==> src/inc/btb_pkg.sv <==
package btb_pkg;
	localparam int NUM_CH   = 4;            // channels a, b, c, d
	localparam int Q_DEPTH  = 4;            // trace queue depth
	localparam int CH_D     = 3;            // last channel of any chain
	localparam int NO_CHAIN = 4;            // chain start when independent
	localparam logic [15:0] CNT_ONE = 16'h0001;
	localparam logic [2:0]  Q_CNT_RST = 3'h0;
	localparam logic [3:0]  FLAGS_RST = 4'h0;
	localparam int SHORT_LOOP = 3;          // loops this short never fetch

	typedef enum logic [1:0] {
		BTB_SEQ_NONE, BTB_SEQ_CD, BTB_SEQ_BCD, BTB_SEQ_ABCD
	} btb_seq_e;
	typedef enum logic [1:0] {BTB_FLOW_BRANCH, BTB_FLOW_REPEAT,
		BTB_FLOW_INTR} btb_flow_e;
	typedef enum logic [1:0] {BTB_DIR_ANY, BTB_DIR_RD, BTB_DIR_WR} btb_dir_e;
	typedef enum logic [1:0] {BTB_SZ_ANY, BTB_SZ_B, BTB_SZ_W, BTB_SZ_L}
		btb_size_e;
	typedef enum logic [1:0] {BTB_XY_MAIN, BTB_XY_X, BTB_XY_Y} btb_xy_e;

	// one bus cycle seen by the comparators
	typedef struct packed {
		logic        valid;
		logic        dma;       // 1: on-chip dma master, 0: cpu
		logic        fetch;     // 1: instruction fetch, 0: data access
		logic        write;
		btb_size_e   size;
		btb_xy_e     xy;
		logic [31:0] addr;      // x/y cycles carry address in [15:0]
		logic [31:0] data;
	} btb_cycle_s;

	// one channel's break condition
	typedef struct packed {
		logic        en_cpu;
		logic        en_dma;
		logic        sel_fetch;
		logic        sel_data;
		btb_dir_e    dir;
		btb_size_e   size;
		logic        pre;       // fetch break before execution
		logic        xy_en;
		logic        y_sel;
		logic        data_en;
		logic        cnt_en;
		logic [15:0] count;
		logic [31:0] addr;
		logic [31:0] amask;     // 1 = bit not compared
		logic [31:0] data;
		logic [31:0] dmask;
	} btb_chan_s;

	// one change of flow reported by the core
	typedef struct packed {
		logic        valid;
		btb_flow_e   kind;
		logic [2:0]  loop_len;  // repeat loop length, 7 = long
		logic        tgt_pend;  // intr before delayed target executed
		logic [31:0] src;       // last fetch address before the flow
		logic [31:0] dst;       // first fetch address at the target
		logic [31:0] tgt;       // delayed branch target, if pending
		logic [7:0]  ptr;
	} btb_flow_s;

	typedef struct packed {
		logic [31:0] src;
		logic [31:0] dst;
		logic [7:0]  ptr;
		logic        ptr_bad;
	} btb_entry_s;
endpackage

==> src/rtl/btb_top.sv <==
`timescale 1ns/10ps
// Summary of operation
// - capture trace only while trace enable set
// - every traced flow change stores source and destination
// - destination is target's first fetch address
// - source is last fetch before flow change
// - pointer gives pre-branch address as source minus 2xpointer
// - pending 4n+2 delayed target stored, pointer invalid
// - pre-branch location depends on flow kind
// - interrupt destination is service routine start
// - loops of three or fewer never traced
// - four-entry queue for source, destination, pointer
// - reads show head; destination read advances queue
// - mask ones exclude address bits from compare
// - pre breaks before execution, post after
// - fetch with write direction never matches
// - c-then-d mode breaks on d after c
// - unmatchable first channel blocks whole chain
// - execution counts gate channel satisfaction
// - unsized read matches all sizes at address
// - data compare on unmasked bits only
// - y-memory channel compares lower address half
// - dma fetch condition never matches
module btb_top (
	// clock and reset
	input  wire logic                  i_core_clk,
	input  wire logic                  i_rst_b,
	// trace control and core flow events
	input  wire logic                  i_trace_enable_bit,
	input  wire btb_pkg::btb_flow_s    i_flow,
	// trace register reads, one-cycle strobes
	input  wire logic                  i_rd_trace_destination,
	// trace head
	output logic [31:0]                o_trace_source_reg,
	output logic [31:0]                o_trace_destination_reg,
	output logic [7:0]                 o_trace_pointer_reg,
	output logic                       o_trace_ptr_invalid,
	output logic [2:0]                 o_trace_count,
	// break configuration
	input  wire btb_pkg::btb_seq_e     i_seq_mode,
	input  wire btb_pkg::btb_chan_s    i_chan [btb_pkg::NUM_CH],
	input  wire logic                  i_count_load,
	input  wire logic [3:0]            i_flag_clr,
	// observed bus cycles and retirement
	input  wire btb_pkg::btb_cycle_s   i_cpu_cycle,
	input  wire btb_pkg::btb_cycle_s   i_dma_cycle,
	input  wire logic                  i_insn_done,
	// break outputs
	output logic                       o_break_pre,
	output logic                       o_break_post,
	output logic [3:0]                 o_match_flags
);
	localparam int NC = btb_pkg::NUM_CH;
	localparam int QD = btb_pkg::Q_DEPTH;

	// all state of the block
	typedef struct packed {
		btb_pkg::btb_entry_s [QD-1:0] q;      // q[0] is the head
		logic [2:0]                   cnt;    // occupied entries
		logic [2:0]                   stage;  // next channel of the chain
		logic [NC-1:0]                flags;  // sticky match flags
		logic [NC-1:0][15:0]          ecnt;   // execution counters
		logic                         post_pend;
		logic                         brk_pre;
		logic                         brk_post;
	} btb_state_s;

	btb_state_s        st_reg;     // registered state
	btb_state_s        st_next;    // next state
	logic [NC-1:0]     raw;        // per-channel bus condition match
	logic [NC-1:0]     cnt_ok;     // count condition satisfied
	logic [2:0]        start;      // first channel of the chain

	// per-channel comparators, cpu and dma cycles both checked
	genvar gi;
	generate
		for (gi = 0; gi < NC; gi++) begin : g_ch
			btb_pkg::btb_chan_s c;
			logic               hit_cpu;
			logic               hit_dma;
			assign c = i_chan[gi];

			// full compare of one cycle against this channel
			function automatic logic cyc_hit(btb_pkg::btb_cycle_s y);
				logic [31:0] ca;
				logic [31:0] cm;
				logic [31:0] ya;
				logic [31:0] dm;
				logic        ok;
				ca = c.addr;
				cm = c.amask;
				ya = y.addr;
				ok = y.valid;
				// x/y bus uses one half of the address fields
				if (c.xy_en) begin
					ok = ok && (y.xy == (c.y_sel ? btb_pkg::BTB_XY_Y
						: btb_pkg::BTB_XY_X));
					ca = {16'h0000, c.y_sel ? c.addr[15:0]
						: c.addr[31:16]};
					cm = {16'h0000, c.y_sel ? c.amask[15:0]
						: c.amask[31:16]};
					ya = {16'h0000, y.addr[15:0]};
				end else begin
					ok = ok && (y.xy == btb_pkg::BTB_XY_MAIN);
				end
				// an unsized condition ignores lanes the access covers
				if (c.size == btb_pkg::BTB_SZ_ANY) begin
					if (y.size == btb_pkg::BTB_SZ_L)
						cm[1:0] = 2'h3;
					else if (y.size == btb_pkg::BTB_SZ_W)
						cm[0] = 1'b1;
				end else begin
					ok = ok && (y.size == c.size);
				end
				ok = ok && (((ca ^ ya) & ~cm) == 32'h00000000);
				// cycle type; fetch+write cannot exist
				ok = ok && (y.fetch ? c.sel_fetch : c.sel_data);
				ok = ok && !(c.sel_fetch && y.fetch
					&& c.dir == btb_pkg::BTB_DIR_WR);
				if (c.dir == btb_pkg::BTB_DIR_RD)
					ok = ok && !y.write;
				else if (c.dir == btb_pkg::BTB_DIR_WR)
					ok = ok && y.write;
				// byte and word data sit in the low half only
				dm = c.dmask;
				if (c.size != btb_pkg::BTB_SZ_L)
					dm[31:16] = 16'hFFFF;
				if (c.data_en)
					ok = ok && (((c.data ^ y.data) & ~dm)
						== 32'h00000000);
				return ok;
			endfunction

			assign hit_cpu = c.en_cpu && cyc_hit(i_cpu_cycle);
			// dma never fetches, so a dma fetch condition stays dead
			assign hit_dma = c.en_dma && !i_dma_cycle.fetch
				&& cyc_hit(i_dma_cycle);
			// simultaneous cpu and dma hits count once
			assign raw[gi] = hit_cpu || hit_dma;
			assign cnt_ok[gi] = !c.cnt_en
				|| (st_reg.ecnt[gi] == btb_pkg::CNT_ONE);
		end
	endgenerate

	// chain entry point from the sequence mode
	always_comb begin
		unique case (i_seq_mode)
			btb_pkg::BTB_SEQ_NONE: start = 3'(btb_pkg::NO_CHAIN);
			btb_pkg::BTB_SEQ_CD:   start = 3'h2;
			btb_pkg::BTB_SEQ_BCD:  start = 3'h1;
			btb_pkg::BTB_SEQ_ABCD: start = 3'h0;
		endcase
	end

	// next-state logic for trace queue and break matching
	always_comb begin
		logic              push;
		logic              pop;
		logic [2:0]        stg;
		logic [2:0]        wi;
		logic              brk;
		logic              armed;
		logic              sat;
		btb_pkg::btb_entry_s ne;
		btb_pkg::btb_chan_s  ch;
		logic [2:0]        stg0;   // chain stage as it stood this cycle
		logic [NC-1:0]     fset;   // flags raised by a match this cycle
		logic              pset;   // post break armed by a match this cycle
		push = 1'b0;
		pop = 1'b0;
		stg = 3'h0;
		wi = 3'h0;
		brk = 1'b0;
		armed = 1'b0;
		sat = 1'b0;
		ne = '0;
		ch = '0;
		stg0 = 3'h0;
		fset = '0;
		pset = 1'b0;
		st_next = st_reg;
		st_next.brk_pre = 1'b0;
		st_next.brk_post = 1'b0;

		// trace entry build
		ne.src = i_flow.src;
		ne.dst = i_flow.dst;
		ne.ptr = i_flow.ptr;
		ne.ptr_bad = 1'b0;
		// interrupt before a 4n+2 delayed target: keep the target
		if (i_flow.kind == btb_pkg::BTB_FLOW_INTR && i_flow.tgt_pend
			&& i_flow.tgt[1]) begin
			ne.src = i_flow.tgt;
			ne.ptr_bad = 1'b1;
		end
		// short loops make no fetch, so nothing is known to record
		push = i_flow.valid && i_trace_enable_bit
			&& !(i_flow.kind == btb_pkg::BTB_FLOW_REPEAT
			&& i_flow.loop_len <= 3'(btb_pkg::SHORT_LOOP));
		pop = i_rd_trace_destination && (st_reg.cnt != 3'h0);
		// full queue drops the oldest entry to keep the newest
		if (pop || (push && st_reg.cnt == 3'(QD))) begin
			for (int k = 0; k < QD - 1; k++)
				st_next.q[k] = st_reg.q[k+1];
		end
		if (push) begin
			wi = (pop || st_reg.cnt == 3'(QD)) ? st_reg.cnt - 3'h1
				: st_reg.cnt;
			st_next.q[wi[1:0]] = ne;
		end
		if (push && !pop && st_reg.cnt != 3'(QD))
			st_next.cnt = st_reg.cnt + 3'h1;
		else if (pop && !push)
			st_next.cnt = st_reg.cnt - 3'h1;

		// chain stage clamped to the active chain
		stg = (st_reg.stage < start) ? start : st_reg.stage;
		stg0 = stg;
		for (int i = 0; i < NC; i++) begin
			ch = i_chan[i];
			// chained channels only count once their turn has come; a
			// turn that opens this cycle waits, so c and d together
			// count as c alone
			armed = (3'(i) < start) || (stg0 == 3'(i));
			sat = raw[i] && armed && cnt_ok[i];
			if (ch.cnt_en && raw[i] && armed) begin
				st_next.ecnt[i] = cnt_ok[i] ? ch.count
					: st_reg.ecnt[i] - btb_pkg::CNT_ONE;
			end
			if (sat) begin
				st_next.flags[i] = 1'b1;
				fset[i] = 1'b1;
				if (3'(i) < start) begin
					brk = 1'b1;
				end else if (i == btb_pkg::CH_D) begin
					brk = 1'b1;
					stg = start;
				end else begin
					stg = stg + 3'h1;
				end
				if (brk) begin
					if (ch.pre && ch.sel_fetch)
						st_next.brk_pre = 1'b1;
					else
					begin
						st_next.post_pend = 1'b1;
						pset = 1'b1;
					end
				end
				brk = 1'b0;
			end
		end
		st_next.stage = stg;
		if (i_count_load) begin
			for (int i = 0; i < NC; i++)
				st_next.ecnt[i] = i_chan[i].count;
		end
		// software clear loses to a match in the same cycle
		st_next.flags = st_next.flags & ~(i_flag_clr & ~fset);
		// post breaks fire once the matched instruction retires
		if (st_reg.post_pend && i_insn_done) begin
			st_next.brk_post = 1'b1;
			// a match in the retiring cycle stays pending for the next
			st_next.post_pend = pset;
		end
	end

	// state register
	always_ff @(posedge i_core_clk or negedge i_rst_b) begin
		if (!i_rst_b) begin
			st_reg <= '0;
			st_reg.cnt <= btb_pkg::Q_CNT_RST;
			st_reg.flags <= btb_pkg::FLAGS_RST;
		end else begin
			st_reg <= st_next;
		end
	end

	// outputs straight from the state register
	assign o_trace_source_reg      = st_reg.q[0].src;
	assign o_trace_destination_reg = st_reg.q[0].dst;
	assign o_trace_pointer_reg     = st_reg.q[0].ptr;
	assign o_trace_ptr_invalid     = st_reg.q[0].ptr_bad;
	assign o_trace_count           = st_reg.cnt;
	assign o_break_pre             = st_reg.brk_pre;
	assign o_break_post            = st_reg.brk_post;
	assign o_match_flags           = st_reg.flags;

	// checks
	// plain branch push with no queue read in the same cycle
	logic push_chk;
	assign push_chk = i_flow.valid && i_trace_enable_bit
		&& i_flow.kind == btb_pkg::BTB_FLOW_BRANCH
		&& !i_rd_trace_destination;

	property p_no_trace_off;
		@(posedge i_core_clk) disable iff (!i_rst_b)
		(!i_trace_enable_bit && !i_rd_trace_destination)
			|=> $stable(o_trace_count);
	endproperty
	a_no_trace_off: assert property (p_no_trace_off)
		else $error("trace captured while disabled");

	property p_push_dst;
		@(posedge i_core_clk) disable iff (!i_rst_b)
		(push_chk && st_reg.cnt == 3'h0)
			|=> o_trace_destination_reg == $past(i_flow.dst);
	endproperty
	a_push_dst: assert property (p_push_dst)
		else $error("destination not captured into empty queue");

	property p_short_loop;
		@(posedge i_core_clk) disable iff (!i_rst_b)
		(i_flow.valid && i_flow.kind == btb_pkg::BTB_FLOW_REPEAT
			&& i_flow.loop_len <= 3'h3 && !i_rd_trace_destination)
			|=> $stable(o_trace_count);
	endproperty
	a_short_loop: assert property (p_short_loop)
		else $error("short loop produced a trace entry");

	property p_q_bound;
		@(posedge i_core_clk) disable iff (!i_rst_b)
		o_trace_count <= 3'h4;
	endproperty
	a_q_bound: assert property (p_q_bound)
		else $error("trace queue over four entries");

	property p_pop;
		@(posedge i_core_clk) disable iff (!i_rst_b)
		(i_rd_trace_destination && !i_flow.valid && o_trace_count > 0)
			|=> o_trace_count == $past(o_trace_count) - 3'h1;
	endproperty
	a_pop: assert property (p_pop)
		else $error("destination read did not advance queue");

	property p_full_keeps;
		@(posedge i_core_clk) disable iff (!i_rst_b)
		(push_chk && o_trace_count == 3'h4)
			|=> o_trace_count == 3'h4;
	endproperty
	a_full_keeps: assert property (p_full_keeps)
		else $error("full queue lost its depth");

	property p_post_after;
		@(posedge i_core_clk) disable iff (!i_rst_b)
		o_break_post |-> $past(i_insn_done) && $past(st_reg.post_pend);
	endproperty
	a_post_after: assert property (p_post_after)
		else $error("post break without retirement");

	property p_chain_d;
		@(posedge i_core_clk) disable iff (!i_rst_b)
		(i_seq_mode == btb_pkg::BTB_SEQ_CD && st_reg.stage != 3'h3
			&& raw[3] && !raw[0] && !raw[1])
			|=> !o_break_pre && !st_reg.post_pend;
	endproperty
	a_chain_d: assert property (p_chain_d)
		else $error("chain broke on d before c");
endmodule

==> config.mk <==
export PLATFORM = sky130hd
export DESIGN_NAME = btb_top
export DESIGN_NICKNAME = d
export VERILOG_FILES = /design/src/inc/btb_pkg.sv /design/src/rtl/btb_top.sv
export SDC_FILE = /design/constraint.sdc
export NUM_CORES = 2
export LEC_CHECK = 0
export BUFFER_PORTS_ARGS = -buffer_cell sky130_fd_sc_hd__buf_2
export CORE_AREA = 3 3 377 379
export DETAILED_ROUTE_END_ITERATION = 12
export DIE_AREA = 0 0 380 382
export GPL_TIMING_DRIVEN = 0
export PLACE_DENSITY = 0.51
export SKIP_CTS_REPAIR_TIMING = 1
export SLEW_MARGIN = 20
export SYNTH_ARGS = -nofsm -noshare
export SYNTH_HDL_FRONTEND = slang
export SYNTH_SLANG_ARGS = --single-unit
==> constraint.sdc <==
create_clock -name i_core_clk -period 3.5 [get_ports i_core_clk]
set_clock_uncertainty 0.05 [all_clocks]
set_input_delay 0.175 -clock i_core_clk [delete_from_list [all_inputs] [get_ports i_core_clk]]
set_output_delay 0.175 -clock i_core_clk [all_outputs]
set_load 0.03 [all_outputs]
==> metrics.txt <==
CTS H-tree lvls=2; Row Count=137; max FFs per register=287; Layout area overhead=33.7%; DP Cell Count=6156; Synth warnings=0; first-pass GRT wire length=252 mm; initial antenna violation count=144; most common cell after layout, fill and taps aside=buf_2; syn avg cell area=8.62 µm²; Final Power=21.0 mW; mapped cell area=0.0296 mm²; Synth Instances=3435; grt total ovfl=0; WL/cell=29.2 µm; peak supply drop=0.436 mV; Via density=4.99; final setup vio count=1; Hold Path Cell Cnt=3; Initial Util=21.3%; core area=0.139 mm²; Final Routed Wirelength=188 mm; die area=0.145 mm²; nets@finish=5371; worst min path class=in2reg; Critical Path AT=4.04 ns; CTS tree=done; RSZ-0062 raised after global routing=true; Post-synth EDFFs=0; Hold Worst Slack=-0.0319 ns; largest net degree at the start of global routing=92; hpwl dp=160 mm; crit path max fanout=9; Synth Register Bits=369; vias in the first global route=31200; Final ANT Viol Nets=0; Synth cell types=86; Slew @ Worst Pin=1.09 ns; Tmin final=3.59 ns; GRT Overall Usage=24.5%; failing checks=hold timing, setup timing; IO Count=977; TritonCTS Buffers=41; status=finished, violations left; total vias in the final route=32100; Seq/Total Area, Yosys=31.2%; clk sink count=369; area of the multi-input gates=0.0187 mm²; max cap viols=0; commonest cells after routing, fill and taps aside=buf_2, xnor2_1, dfrtp_1; Max-slew headroom=27.6%; setup tns final=-0.0926 ns; Pins Over Slew Limit=0; DRT Pass-1 Iters=8; Setup crit end kind=register; Crit Path Class=in2reg; LEAKAGE=17.1 nW; Final Hold Fails=13; Starting DRT DRC Count=2633; Tcrit/Tclk final=103%; CTS clk-pin slew, worst paths=0.06 ns; pwr dens=531 mW/mm²; clock buffer depth=3; Startpoint Class=input port; ys flop type=dfrtp_1; die height=382 µm; fmax=278 MHz; share of layout cells above drive strength 1=29.2%; syn_nets=4352; fillers=15200; final std cells w/o fill=6440; clock latency on the worst-skew pair=0.57 ns; fin worst setup slack=-0.0926 ns; DRC=0; FFs w/ async S/R, synth=100%; GPL Wtd Cong=1.03; I/O Buffers=841; Util after Layout=28.4%; CP required=3.95 ns; cell count of the worst reg-to-reg path=15; Die X=380 µm; register area=0.00924 mm²; clock root cell=clkbuf_16
critical path, cell delays in order:
cell and delay [ns]:
buf_2 0.19, nor2b_1 0.15, buf_2 0.25, mux4_2 0.61, or2_0 0.24, a2111oi_1 0.50, o2111a_1 0.29, nand4_1 0.30
a211oi_2 0.38, xor2_1 0.18, ha_1 0.16, nand4_1 0.09, or4_1 0.42, nand2_1 0.08
layer usage:
metal  wire, µm  vias up  global-route usage, %
li1           -    14300                      -
met1      72300    15500                   29.3
met2      87100     1711                   40.0
met3      15200      513                   5.35
met4      13300       40                   15.5
met5        262        -                      0
cell type report:
| class | instances | area share (%) |
|---|---|---|
| clock inverter | 12 | 0.363 |
| buffer | 358 | 4.61 |
| inverter | 68 | 0.645 |
| clock buffer | 59 | 3.04 |
| tap | 1876 | 5.93 |
| multi-input combinational | 2639 | 47.3 |
| timing repair buffer | 977 | 14.3 |
| sequential | 369 | 23.3 |
| antenna | 82 | 0.518 |
logic make-up after synthesis:
logic type,after synthesis,share of synthesized area [%]
simple gates,922,15.0
compound gates,865,17.6
xor+xnor,442,13.1
buf+inv,427,6.67
mux,388,15.5
flops,369,31.2
fa+ha+maj,22,0.929
power breakdown:
part           switching, mW  internal, mW  total (mW)
clock network           1.91          2.55        4.46
logic                   5.28          4.24        9.52
registers               1.00          6.03        7.03
per-stage QoR:
stage	hold WS, ns	instance area (µm²)	worst slack (ns)
3_3_place_gp	0.318	36200	-5.77
6_report	-0.0319	39600	-0.0926
2_1_floorplan	-0.171	29600	0.00827
5_1_grt	0.00180	39500	-0.192
4_1_cts	-0.451	37700	-1.38
3_5_place_dp	0.169	36300	-1.99
Yosys cell counts (all sizes together), types with 8 or more instances:
| cell type | number | area, µm² |
|---|---|---|
| nor3 | 84 | 425 |
| ha | 22 | 275 |
| mux2 | 140 | 1580 |
| o22a | 11 | 96.3 |
| mux2i | 208 | 2080 |
| nor4 | 55 | 359 |
| a21oi | 222 | 1110 |
| clkbuf | 219 | 822 |
| nor3b | 18 | 135 |
| a22oi | 16 | 125 |
| a22o | 8 | 70.1 |
| nand3 | 24 | 125 |
| nand4 | 15 | 93.8 |
| nor2b | 59 | 377 |
| o32ai | 18 | 158 |
| dfrtp | 369 | 9230 |
| or3 | 18 | 113 |
| a31oi | 38 | 238 |
| nand3b | 15 | 113 |
| buf | 140 | 898 |
| inv | 68 | 255 |
| nand2b | 21 | 131 |
| o211ai | 10 | 88.8 |
| nand2 | 225 | 845 |
| mux4 | 40 | 946 |
| o31ai | 19 | 143 |
| nor2 | 330 | 1240 |
| o21ai | 247 | 1240 |
| xnor2 | 421 | 3690 |
| xor2 | 20 | 175 |
| o22ai | 189 | 1180 |
| nor4bb | 18 | 180 |
| o21bai | 8 | 60.1 |
worst paths after layout:
kind                             start                     endpoint  slack, ns
setup / recovery           i_chan[461]                   st_reg[73]      -0.09
hold / removal               i_flow[8]                  st_reg[264]      -0.03
setup reg to reg            st_reg[10]                   st_reg[73]      -0.05
hold reg to reg              st_reg[2]                 o_break_post       0.42
max in group asynchronous      i_rst_b                   st_reg[51]       2.04
min in group asynchronous      i_rst_b  o_trace_destination_reg[26]       0.16
Power figures use the tool's default switching activity.
